File: config.mk
export PLATFORM = sky130hd
export DESIGN_NAME = atg_gate
export DESIGN_NICKNAME = d
export VERILOG_FILES = /design/src/logic/atg_pkg.sv /design/src/logic/atg_rate_div.sv /design/src/logic/atg_line_router.sv /design/src/logic/atg_gate.sv
export VERILOG_INCLUDE_DIRS = /design/src /design/src/logic
export SDC_FILE = /design/constraint.sdc
export NUM_CORES = 1
export LEC_CHECK = 0
export BUFFER_PORTS_ARGS = -buffer_cell sky130_fd_sc_hd__clkbuf_2
export CORE_MARGIN = 4
export CORE_UTILIZATION = 55
export CTS_CLUSTER_SIZE = 30
export DETAILED_ROUTE_END_ITERATION = 10
export MAX_ROUTING_LAYER = met4
export PLACE_DENSITY_LB_ADDON = 0.2
export SLEW_MARGIN = 25
export SYNTH_ARGS = -nofsm -noshare
export SYNTH_HDL_FRONTEND = slang
export SYNTH_SLANG_ARGS = --single-unit
File: constraint.sdc
create_clock -name i_clk -period 13.35 [get_ports i_clk]
set_input_delay 1.335 -clock i_clk [delete_from_list [all_inputs] [get_ports i_clk]]
set_output_delay 1.335 -clock i_clk [all_outputs]
set_load 0.02 [all_outputs]
File: src/logic/atg_defines.svh
`ifndef ATG_DEFINES_SVH
`define ATG_DEFINES_SVH

// 25 MHz acquisition clock, 40 ns period
`define ATG_CLK_HZ        32'h017D_7840
`define ATG_CLK_PERIOD_NS 8'h28
// cycles per microsecond: 1000 ns / 40 ns
`define ATG_CYC_PER_US    (16'h03E8 / `ATG_CLK_PERIOD_NS)

`define ATG_CNT_W         32
`define ATG_EXP_W         24
`define ATG_AOI_W         12
`define ATG_RDC_W         16
`define ATG_FPS_W         16

`define ATG_NUM_LINES     4
`define ATG_LINE_W        2
// output line 2 sits at index 1
`define ATG_DEF_LINE      2'h1

`define ATG_MIN_EXP       32'h0000_0001
`define ATG_CNT_MAX       32'hFFFF_FFFF

`endif

File: src/logic/atg_pkg.sv
package atg_pkg;

  typedef enum logic {
    ATG_SRC_OFF,
    ATG_SRC_SAFE
  } atg_src_t;

  typedef enum logic {
    ATG_DIV_IDLE,
    ATG_DIV_RUN
  } atg_div_st_t;

endpackage

File: src/logic/atg_rate_div.sv
`timescale 1ns/1ps
`include "atg_defines.svh"

// serial divider: clock rate over acquisitions per second
module atg_rate_div
  import atg_pkg::*;
(
  input  wire logic                  i_clk,      // acquisition clock
  input  wire logic                  i_resetn,   // sync reset, low
  input  wire logic                  i_start,    // begin division
  input  wire logic [`ATG_FPS_W-1:0] i_fps,      // divisor, nonzero
  output logic                       o_busy,     // division running
  output logic                       o_done,     // result ready pulse
  output logic [`ATG_CNT_W-1:0]      o_period    // cycles per frame
);

  atg_div_st_t             st_reg,   st_next;
  logic [`ATG_CNT_W-1:0]   dvd_reg,  dvd_next;
  logic [`ATG_CNT_W-1:0]   quo_reg,  quo_next;
  logic [`ATG_FPS_W:0]     rem_reg,  rem_next;
  logic [`ATG_FPS_W-1:0]   dsr_reg,  dsr_next;
  logic [5:0]              bit_reg,  bit_next;
  logic                    done_reg, done_next;
  logic [`ATG_FPS_W:0]     rem_sh;

  always_comb begin
    st_next   = st_reg;
    dvd_next  = dvd_reg;
    quo_next  = quo_reg;
    rem_next  = rem_reg;
    dsr_next  = dsr_reg;
    bit_next  = bit_reg;
    done_next = 1'b0;
    rem_sh    = {rem_reg[`ATG_FPS_W-1:0], dvd_reg[`ATG_CNT_W-1]};
    unique case (st_reg)
      ATG_DIV_IDLE: begin
        if (i_start) begin
          st_next  = ATG_DIV_RUN;
          dvd_next = `ATG_CLK_HZ;
          rem_next = '0;
          dsr_next = i_fps;
          bit_next = 6'h20;
        end
      end
      ATG_DIV_RUN: begin
        dvd_next = {dvd_reg[`ATG_CNT_W-2:0], 1'b0};
        if (rem_sh >= {1'b0, dsr_reg}) begin
          rem_next = rem_sh - {1'b0, dsr_reg};
          quo_next = {quo_reg[`ATG_CNT_W-2:0], 1'b1};
        end else begin
          rem_next = rem_sh;
          quo_next = {quo_reg[`ATG_CNT_W-2:0], 1'b0};
        end
        bit_next = bit_reg - 6'h01;
        if (bit_reg == 6'h01) begin
          st_next   = ATG_DIV_IDLE;
          done_next = 1'b1;
        end
      end
    endcase
  end

  always_ff @(posedge i_clk) begin
    if (!i_resetn) begin
      st_reg   <= ATG_DIV_IDLE;
      dvd_reg  <= '0;
      quo_reg  <= '0;
      rem_reg  <= '0;
      dsr_reg  <= '0;
      bit_reg  <= '0;
      done_reg <= 1'b0;
    end else begin
      st_reg   <= st_next;
      dvd_reg  <= dvd_next;
      quo_reg  <= quo_next;
      rem_reg  <= rem_next;
      dsr_reg  <= dsr_next;
      bit_reg  <= bit_next;
      done_reg <= done_next;
    end
  end

  assign o_busy   = (st_reg == ATG_DIV_RUN);
  assign o_done   = done_reg;
  assign o_period = quo_reg;

endmodule

File: src/logic/atg_line_router.sv
`timescale 1ns/1ps
`include "atg_defines.svh"

// per-line source selection for the physical output lines
module atg_line_router
  import atg_pkg::*;
(
  input  wire logic                     i_clk,        // acquisition clock
  input  wire logic                     i_resetn,     // sync reset, low
  input  wire logic                     i_safe,       // indicator level
  input  wire logic [`ATG_LINE_W-1:0]   i_sel,        // chosen line
  input  wire logic                     i_src_safe,   // 1: safe, 0: off
  input  wire logic                     i_wr,         // source write
  output logic [`ATG_NUM_LINES-1:0]     o_line        // line levels
);

  genvar k;
  generate
    for (k = 0; k < `ATG_NUM_LINES; k++) begin : g_line
      atg_src_t src_reg, src_next;
      logic     out_reg, out_next;

      always_comb begin
        src_next = src_reg;
        if (i_wr && (i_sel == `ATG_LINE_W'(k))) begin
          src_next = i_src_safe ? ATG_SRC_SAFE : ATG_SRC_OFF;
        end
        out_next = (src_reg == ATG_SRC_SAFE) && i_safe;
      end

      always_ff @(posedge i_clk) begin
        if (!i_resetn) begin
          src_reg <= (k == `ATG_DEF_LINE) ? ATG_SRC_SAFE : ATG_SRC_OFF;
          out_reg <= 1'b0;
        end else begin
          src_reg <= src_next;
          out_reg <= out_next;
        end
      end

      assign o_line[k] = out_reg;
    end
  endgenerate

endmodule

File: src/logic/atg_gate.sv
`timescale 1ns/1ps
`include "atg_defines.svh"

// Overview of operation
// - overlapped: no exposure start during exposure
// - overlapped: exposure ends after prior readout
// - non-overlap: exposure starts after readout ends
// - standard mode: indicator follows frame start
// - legacy mode: indicator follows acquisition start
// - rise when safe, fall on acquisition start
// - rise from exposure, AOI, readout time
// - enabled rate limit paces indicator rise
// - limit above maximum is ignored
// - triggers while indicator low are discarded
// - indicator only with hardware triggering
// - reset routes indicator to line 2
// - choose line, then set its source
module atg_gate
  import atg_pkg::*;
(
  input  wire logic                  i_clk,           // 25 MHz clock
  input  wire logic                  i_resetn,        // sync reset, low
  input  wire logic                  i_trig_frame,    // frame start pin
  input  wire logic                  i_trig_acq,      // acq start pin
  input  wire logic                  i_legacy_mode,   // 1: legacy mode
  input  wire logic                  i_hw_trig_en,    // hw trigger on
  input  wire logic                  i_overlap_en,    // overlap variant
  input  wire logic [`ATG_EXP_W-1:0] i_exposure_us,   // exposure, us
  input  wire logic [`ATG_AOI_W-1:0] i_aoi_height,    // AOI rows
  input  wire logic [`ATG_RDC_W-1:0] i_rd_line_cyc,   // cycles per row
  input  wire logic [`ATG_RDC_W-1:0] i_rd_fixed_cyc,  // fixed readout
  input  wire logic                  i_rate_lim_en,   // rate limit on
  input  wire logic [`ATG_FPS_W-1:0] i_rate_fps,      // limit, per s
  input  wire logic [`ATG_LINE_W-1:0] i_choose_output_line, // line
  input  wire logic                  i_source_is_safe_indicator, // src
  input  wire logic                  i_line_src_wr,   // source write
  output logic                       o_safe_to_trigger_indicator, // rdy
  output logic                       o_acq_start,     // accepted pulse
  output logic                       o_trig_discard,  // ignored pulse
  output logic                       o_exposing,      // exposure on
  output logic                       o_reading,       // readout on
  output logic [`ATG_NUM_LINES-1:0]  o_line           // output lines
);

  // pin synchronisers and edge detect
  logic [2:0] frm_sync_reg, frm_sync_next;
  logic [2:0] acq_sync_reg, acq_sync_next;
  logic       frm_edge, acq_edge, trig_edge;

  always_comb begin
    frm_sync_next = {frm_sync_reg[1:0], i_trig_frame};
    acq_sync_next = {acq_sync_reg[1:0], i_trig_acq};
  end

  always_ff @(posedge i_clk) begin
    if (!i_resetn) begin
      frm_sync_reg <= 3'h0;
      acq_sync_reg <= 3'h0;
    end else begin
      frm_sync_reg <= frm_sync_next;
      acq_sync_reg <= acq_sync_next;
    end
  end

  assign frm_edge  = frm_sync_reg[1] & ~frm_sync_reg[2];
  assign acq_edge  = acq_sync_reg[1] & ~acq_sync_reg[2];
  assign trig_edge = i_legacy_mode ? acq_edge : frm_edge;

  // durations in clock cycles
  logic [`ATG_CNT_W-1:0] exp_raw, exp_len, rd_len;

  always_comb begin
    exp_raw = `ATG_CNT_W'(i_exposure_us) * `ATG_CNT_W'(`ATG_CYC_PER_US);
    exp_len = (exp_raw == '0) ? `ATG_MIN_EXP : exp_raw;
    rd_len  = (`ATG_CNT_W'(i_aoi_height) + `ATG_CNT_W'(1))
              * `ATG_CNT_W'(i_rd_line_cyc)
              + `ATG_CNT_W'(i_rd_fixed_cyc);
  end

  // frame-rate period from the divider
  logic                  div_busy, div_done, div_start;
  logic [`ATG_CNT_W-1:0] div_q;
  logic [`ATG_FPS_W-1:0] fps_reg,   fps_next;
  logic [`ATG_CNT_W-1:0] per_reg,   per_next;
  logic                  per_ok_reg, per_ok_next;
  logic                  lim_on;

  always_comb begin
    fps_next    = fps_reg;
    per_next    = per_reg;
    per_ok_next = per_ok_reg;
    div_start   = 1'b0;
    if (!div_busy && (i_rate_fps != fps_reg)) begin
      fps_next    = i_rate_fps;
      per_ok_next = 1'b0;
      div_start   = (i_rate_fps != '0);
    end else if (div_done) begin
      per_next    = div_q;
      per_ok_next = 1'b1;
    end
  end

  always_ff @(posedge i_clk) begin
    if (!i_resetn) begin
      fps_reg    <= '0;
      per_reg    <= '0;
      per_ok_reg <= 1'b0;
    end else begin
      fps_reg    <= fps_next;
      per_reg    <= per_next;
      per_ok_reg <= per_ok_next;
    end
  end

  atg_rate_div u_div (
    .i_clk    (i_clk),
    .i_resetn (i_resetn),
    .i_start  (div_start),
    .i_fps    (i_rate_fps),
    .o_busy   (div_busy),
    .o_done   (div_done),
    .o_period (div_q)
  );

  // limit counts only once its period is known; a period shorter than
  // the natural minimum never binds, so the natural rise wins
  assign lim_on = i_rate_lim_en && (fps_reg != '0) && per_ok_reg;

  // acquisition sequencer
  logic [`ATG_CNT_W-1:0] exp_cnt_reg,  exp_cnt_next;
  logic [`ATG_CNT_W-1:0] rd_cnt_reg,   rd_cnt_next;
  logic [`ATG_CNT_W-1:0] rate_cnt_reg, rate_cnt_next;
  logic                  safe_reg,     safe_next;
  logic                  start_reg,    start_next;
  logic                  disc_reg,     disc_next;
  logic                  acc, rd_ok, rate_ok;

  always_comb begin
    acc  = trig_edge && i_hw_trig_en && safe_reg;
    // a discarded trigger touches no counter
    disc_next  = trig_edge && i_hw_trig_en && !safe_reg;
    start_next = acc;
    exp_cnt_next = exp_cnt_reg;
    if (acc) begin
      exp_cnt_next = exp_len;
    end else if (exp_cnt_reg != '0) begin
      exp_cnt_next = exp_cnt_reg - `ATG_CNT_W'(1);
    end
    rd_cnt_next = rd_cnt_reg;
    if (exp_cnt_reg == `ATG_CNT_W'(1)) begin
      rd_cnt_next = rd_len;
    end else if (rd_cnt_reg != '0) begin
      rd_cnt_next = rd_cnt_reg - `ATG_CNT_W'(1);
    end
    rate_cnt_next = rate_cnt_reg;
    if (acc) begin
      rate_cnt_next = `ATG_CNT_W'(1);
    end else if (rate_cnt_reg != `ATG_CNT_MAX) begin
      rate_cnt_next = rate_cnt_reg + `ATG_CNT_W'(1);
    end
    // readout must drain before a new exposure of exp_len could end
    rd_ok   = i_overlap_en ? (rd_cnt_next <= exp_len)
                           : (rd_cnt_next == '0);
    rate_ok = !lim_on || (rate_cnt_next >= per_reg);
    safe_next = i_hw_trig_en && !acc && (exp_cnt_next == '0)
                && rd_ok && rate_ok;
  end

  always_ff @(posedge i_clk) begin
    if (!i_resetn) begin
      exp_cnt_reg  <= '0;
      rd_cnt_reg   <= '0;
      rate_cnt_reg <= `ATG_CNT_MAX;
      safe_reg     <= 1'b0;
      start_reg    <= 1'b0;
      disc_reg     <= 1'b0;
    end else begin
      exp_cnt_reg  <= exp_cnt_next;
      rd_cnt_reg   <= rd_cnt_next;
      rate_cnt_reg <= rate_cnt_next;
      safe_reg     <= safe_next;
      start_reg    <= start_next;
      disc_reg     <= disc_next;
    end
  end

  // exposing/reading flags registered from the counters
  logic exp_on_reg, rd_on_reg;

  always_ff @(posedge i_clk) begin
    if (!i_resetn) begin
      exp_on_reg <= 1'b0;
      rd_on_reg  <= 1'b0;
    end else begin
      exp_on_reg <= (exp_cnt_next != '0);
      rd_on_reg  <= (rd_cnt_next != '0);
    end
  end

  atg_line_router u_router (
    .i_clk      (i_clk),
    .i_resetn   (i_resetn),
    .i_safe     (safe_reg),
    .i_sel      (i_choose_output_line),
    .i_src_safe (i_source_is_safe_indicator),
    .i_wr       (i_line_src_wr),
    .o_line     (o_line)
  );

  assign o_safe_to_trigger_indicator = safe_reg;
  assign o_acq_start                 = start_reg;
  assign o_trig_discard              = disc_reg;
  assign o_exposing                  = exp_on_reg;
  assign o_reading                   = rd_on_reg;
endmodule

==> key figures, run 1 <==
Synth
  • EDFF count, synth: 0
  • Share of the synthesized area in the top cell type: 21.2%
  • Synth area leaders: dfxtp_1 21%, fa_1 15%, ha_1 13%, inv_1 5.9%, nand2_1 5.1%
  • Top-count cell post-synth: inv_1
  • Yosys synthesis warning count: 0
  • Async set-reset flop share out of synthesis: 0%
  • Synth Flop Type: dfxtp_1
  • Mean Syn Cell Area: 8.21 um^2
  • Post-synthesis sequential area ratio: 21.2%
  • Area leader, netlist: dfxtp_1
  • Cell Area, Synth: 0.0247 mm^2
  • Post-Syn Instances: 3008
  • Post-synth top cells: 386 x inv_1, 334 x nand2_1, 262 x dfxtp_1, 257 x ha_1, 233 x nor2_1
  • Count of cell types in the netlist: 94
  • Seq cells post-synth: 262
  • Post-Synthesis Net Count: 3548

Floorplan
  • Ports placed on the boundary: 105
  • Core footprint: 0.0443 mm^2
  • Initial core utilization: 55.7%
  • Chip height: 220 um
  • Row cnt: 77
  • Die X-Extent: 220 um
  • DIE AREA: 0.0484 mm^2

GRT
  • Initial antenna violation count: 0
  • Pin count of the biggest net entering global routing: 84
  • Vias in the first global route: 20.6k
  • Grt total ovfl: 0
  • Global-route wire length before repair: 99900 um
  • Global-route usage over all layers: 25.4%

Power and ir drop
  • Maximum VDD drop: 0.000395 V
  • P per Cell Area: 263 mW/mm^2
  • Sw frac: 50.9%
  • Net switching power: 0.00357 W
  • Clk pwr share: 11.9%
  • Seq pwr share: 15.1%
  • Internal: 0.00344 W
  • Comb power frac: 73.0%
  • Pleak: 12.5 nW

Clock network
  • CTS root buf: clkbuf_16
  • Post-CTS sizing: 0
  • # clock sinks: 262
  • Clock Pin Slew Worst Setup and Hold Paths: 0.06 ns
  • Htree depth: 1
  • Worst-skew pair later-pin latency: 0.58 ns
  • Post-CTS setup buffers: 0
  • Hold Buf Count CTS: 0
  • Bufs on Longest Clock Path: 3
  • CTS tree: done
  • Num CTS Buffers: 29

STA
  • Worst slew pin tran: 0.947 ns
  • Final worst path period share: 81.3%
  • RSZ-0062 raised after global routing: false
  • Fmax: 92.1 MHz
  • Post-route setup slack: 2.50 ns
  • Final-report max-slew violation count: 0
  • TNS Setup: 0 ns
  • Final-report hold violation count: 0
  • Setup Skew: 0.0154 ns
  • WHS: 0.435 ns
  • Min cycle time layout: 10.85 ns
  • Max_slew headroom: 36.9%
  • Setup violators final: 0

Outcome
  • Outcome: complete, no violations

Setup path
  • Slowest cell on the critical path: xor2_2
  • Worst path arrival time: 11.37 ns
  • Top cell by count, worst path: fa_1
  • Crit. End Element: flip-flop
  • Crit Path Category: primary input to flip-flop
  • WP buf/inv: 4
  • Worst Setup Start Kind: primary input
  • CP max stage delay: 0.67 ns
  • Critical Path RT: 13.87 ns
  • Top delay family on crit path: adder cells
  • Crit-path max FO: 19

Run
  • Number of max-cap violations: 0

Placement
  • Dpl ws: 1.79 ns
  • RePlAce Congestion: 0.937
  • IO buf count: 104
  • Post-detail-place hpwl: 46600 um

Routing
  • Final WL: 59600 um
  • Routed WL per cell: 16.3 um
  • Starting DRT DRC Count: 1279
  • Vias per cell: 5.70
  • Post-route ant nets: 0
  • Via Count: 20.8k
  • DRC: 0
  • First drt pass iteration count: 6

Cells and area
  • Share of layout cells above drive strength 1: 7.46%
  • ANT cells: 0
  • Final nets: 3575
  • Layout area overhead: 7.74%

Worst hold path
  • Hold crit path type: flip-flop to flip-flop
cells in the final DEF, fill, tap and decap left out, drive strengths merged, types with 51 or more instances in the layout:
master and count:
inv 389, nand2 334, dfxtp 262, ha 257, nor2 233, fa 187
a21oi 183, clkbuf 146, and2 126, o21ai 118, xnor2 79, xor2 72
nand3 54, mux2i 51
cell families after synthesis:
kind of cell / share of synthesized area, %
multiplexers: 2.25
AO/OA/AOI/OAI: 13.5
flip-flops: 21.2
AND/OR/NAND/NOR: 21.3
XOR/XNOR: 5.36
adder cells (fa/ha/maj): 28.2
buffers and inverters: 8.10
power groups by stage:
stage	Combinational [W]	Sequential, W	Clock, W
after floorplan	0.00389	0.00103	0
after global placement	0.00496	0.00106	0
after detailed placement	0.00505	0.00107	0
after CTS	0.00511	0.00105	0.000849
after global routing	0.00580	0.00107	0.000881
final	0.00512	0.00106	0.000834
area by class of cell:
cell class,count,area [um^2]
clock buffer,42,835
clock inverter,12,161
fill,4047,17700
inverter,387,1460
multi-input combinational,2235,17500
sequential,262,5250
tap,592,741
timing repair buffer,120,641
path summary, 6_finish.rpt:
path | startpoint | endpoint | slack, ns | cells past startpoint
setup / recovery | i_aoi_height[0] | o_safe_to_trigger_indicator$_SDFF_PN0_ | 2.50 | 34
hold / removal | frm_sync_reg[0]$_SDFF_PN0_ | frm_sync_reg[1]$_SDFF_PN0_ | 0.43 | 1
setup reg to reg | exp_cnt_reg[9]$_SDFF_PN0_ | o_safe_to_trigger_indicator$_SDFF_PN0_ | 8.00 | 17
hold reg to reg | frm_sync_reg[0]$_SDFF_PN0_ | frm_sync_reg[1]$_SDFF_PN0_ | 0.43 | 1
stage by stage:
stage	util (%)	cells	cell area [um^2]	total power [W]
after floorplan	-	3008	24700	0.00492
after global placement	57.7	3596	25600	0.00602
after detailed placement	57.8	3596	25600	0.00612
after CTS	60.0	3650	26600	0.00701
after global routing	60.0	3650	26600	0.00775
final	60.0	3650	26600	0.00701
layer usage:
metal	vias up	part of all wire [%]	GRT usage [%]	wire length, um
met5	-	0	-	0
met4	0	2.9	7.12	1720
met3	122	4.8	2.90	2850
met2	495	47	41.7	28300
met1	10049	45	33.5	26800
li1	10152	-	-	-
Power figures use the tool's default switching activity.
==> run 2: changes to the inputs <==
==> constraint.sdc (replaced) <==
create_clock -name i_clk -period 10.6 [get_ports i_clk]
set_input_delay 1.06 -clock i_clk [delete_from_list [all_inputs] [get_ports i_clk]]
set_output_delay 1.06 -clock i_clk [all_outputs]
set_load 0.02 [all_outputs]
==> key figures, run 2 (same netlist as run 1, synthesis figures left out) <==
Outcome
  • Outcome: complete, no violations

Placement
  • RePlAce Congestion: 0.904
  • IO buf count: 104
  • Post-detail-place hpwl: 47000 um
  • Dpl ws: 0.0677 ns

Cells and area
  • Layout area overhead: 8.16%
  • Commonest non-fill, non-tap cell in the layout: inv_1
  • Final nets: 3589
  • Share of layout cells above drive strength 1: 7.94%
  • Most frequent cells in the layout: 386 x inv_1, 333 x nand2_1, 261 x dfxtp_1
  • Post-layout util: 60.3%
  • Fillers: 4078

Power and ir drop
  • Overall Power: 0.00896 W
  • Pleak: 12.6 nW
  • Maximum VDD drop: 0.000423 V
  • P per Cell Area: 335 mW/mm^2

GRT
  • Grt total ovfl: 0
  • Global-route usage over all layers: 25.3%
  • Pin count of the biggest net entering global routing: 84
  • Initial antenna violation count: 1
  • Global-route wire length before repair: 100000 um
  • Vias in the first global route: 20.4k

STA
  • TNS Setup: 0 ns
  • Max_slew headroom: 33.2%
  • WHS: 0.439 ns
  • Setup Skew: 0.0116 ns
  • Setup violators final: 0
  • Final-report max-slew violation count: 0
  • Final-report hold violation count: 0
  • Min cycle time layout: 9.89 ns
  • Post-route setup slack: 0.709 ns
  • RSZ-0062 raised after global routing: false
  • Final worst path period share: 93.3%
  • Fmax: 101 MHz
  • Worst slew pin tran: 0.994 ns

Setup path
  • Slowest cell on the critical path: fa_1
  • Crit. End Element: flip-flop
  • Crit Path Category: primary input to flip-flop
  • CP max stage delay: 0.56 ns
  • Critical Path RT: 11.11 ns
  • Crit-path max FO: 18
  • Worst Setup Start Kind: primary input
  • Worst path arrival time: 10.40 ns

Clock network
  • CTS root buf: clkbuf_16
  • Num CTS Buffers: 31
  • # clock sinks: 262
  • Worst-skew pair later-pin latency: 0.58 ns
  • CTS tree: done
  • Clock Pin Slew Worst Setup and Hold Paths: 0.05 ns
  • Post-CTS sizing: 0
  • Hold Buf Count CTS: 0
  • Post-CTS setup buffers: 0
  • Htree depth: 1
  • Bufs on Longest Clock Path: 3

Floorplan
  • Row cnt: 77
  • DIE AREA: 0.0484 mm^2
  • Initial core utilization: 55.7%
  • Die X-Extent: 220 um
  • Core footprint: 0.0443 mm^2
  • Chip height: 220 um
  • Ports placed on the boundary: 105

Routing
  • Post-route ant nets: 0
  • Starting DRT DRC Count: 1280
  • Routed WL per cell: 16.4 um
  • DRC: 0
  • Via Count: 20.9k
  • First drt pass iteration count: 5
  • Vias per cell: 5.70
  • Final WL: 59900 um

Worst hold path
  • Hold crit path type: flip-flop to flip-flop

Run
  • Number of max-cap violations: 0
[run 2: cell count changes in the layout (fill, tap and decap cells not counted), moves of 2 or more]
| cell | previous run | this run |
|---|---|---|
| clkinv_2 | 4 | 10 |
| clkbuf_1 | 7 | 1 |
| xor2_2 | 6 | 1 |
| clkinvlp_4 | 3 | 1 |
| clkbuf_16 | 29 | 31 |
| xor2_1 | 66 | 71 |
| buf_4 | 16 | 28 |
[run 2: routing by layer]
layer  vias up  global-route usage [%]  routed length, um  share of wire (%)
met1     10070                    33.3              26600                 44
met4         0                    6.09               1450                2.4
li1      10180                       -                  -                  -
met2       539                    41.9              28900                 48
met5         -                       -                  0                  0
met3        99                    3.28               3050                5.1
[run 2: power breakdown]
part | total [W] | switching, W | leakage (nW) | internal (W)
clock network | 0.00107 | 0.000439 | 0.524 | 0.000635
registers | 0.00133 | 0.000176 | 2.14 | 0.00116
logic | 0.00655 | 0.00393 | 9.92 | 0.00263
[run 2: final timing paths]
check	depth (start not counted)	startpoint	end	slack (ns)
min	1	acq_sync_reg[0]$_SDFF_PN0_	acq_sync_reg[1]$_SDFF_PN0_	0.44
max reg2reg	17	exp_cnt_reg[9]$_SDFF_PN0_	o_safe_to_trigger_indicator$_SDFF_PN0_	5.12
min reg2reg	1	acq_sync_reg[0]$_SDFF_PN0_	acq_sync_reg[1]$_SDFF_PN0_	0.44
max	38	i_aoi_height[0]	o_safe_to_trigger_indicator$_SDFF_PN0_	0.71
[run 2: cell type report]
cell class / instances / area [um^2] / share of cell area (%)
clock inverters: 17 / 164 / 0.614
multi-input cells: 2235 / 17500 / 65.5
clock buffers: 39 / 876 / 3.28
inverters: 387 / 1460 / 5.45
repair buffers: 132 / 731 / 2.74
well taps: 592 / 741 / 2.77
diodes: 1 / 2.50 / 0.00937
flip-flops and latches: 262 / 5250 / 19.6
[run 2: metrics by stage]
step / instance area [um^2] / instances
after floorplan: 24700 / 3008
after global placement: 25700 / 3608
after detailed placement: 25700 / 3608
after CTS: 26700 / 3664
after global routing: 26700 / 3665
final: 26700 / 3665
[run 2: worst max-delay path, delay by kind of cell]
family / cells / cell delay [ns]
buffers and inverters: 8 / 0.85
AND/OR/NAND/NOR: 9 / 2.01
XOR/XNOR: 1 / 0.17
AO/OA/AOI/OAI: 11 / 2.58
adder cells (fa/ha/maj): 9 / 3.70
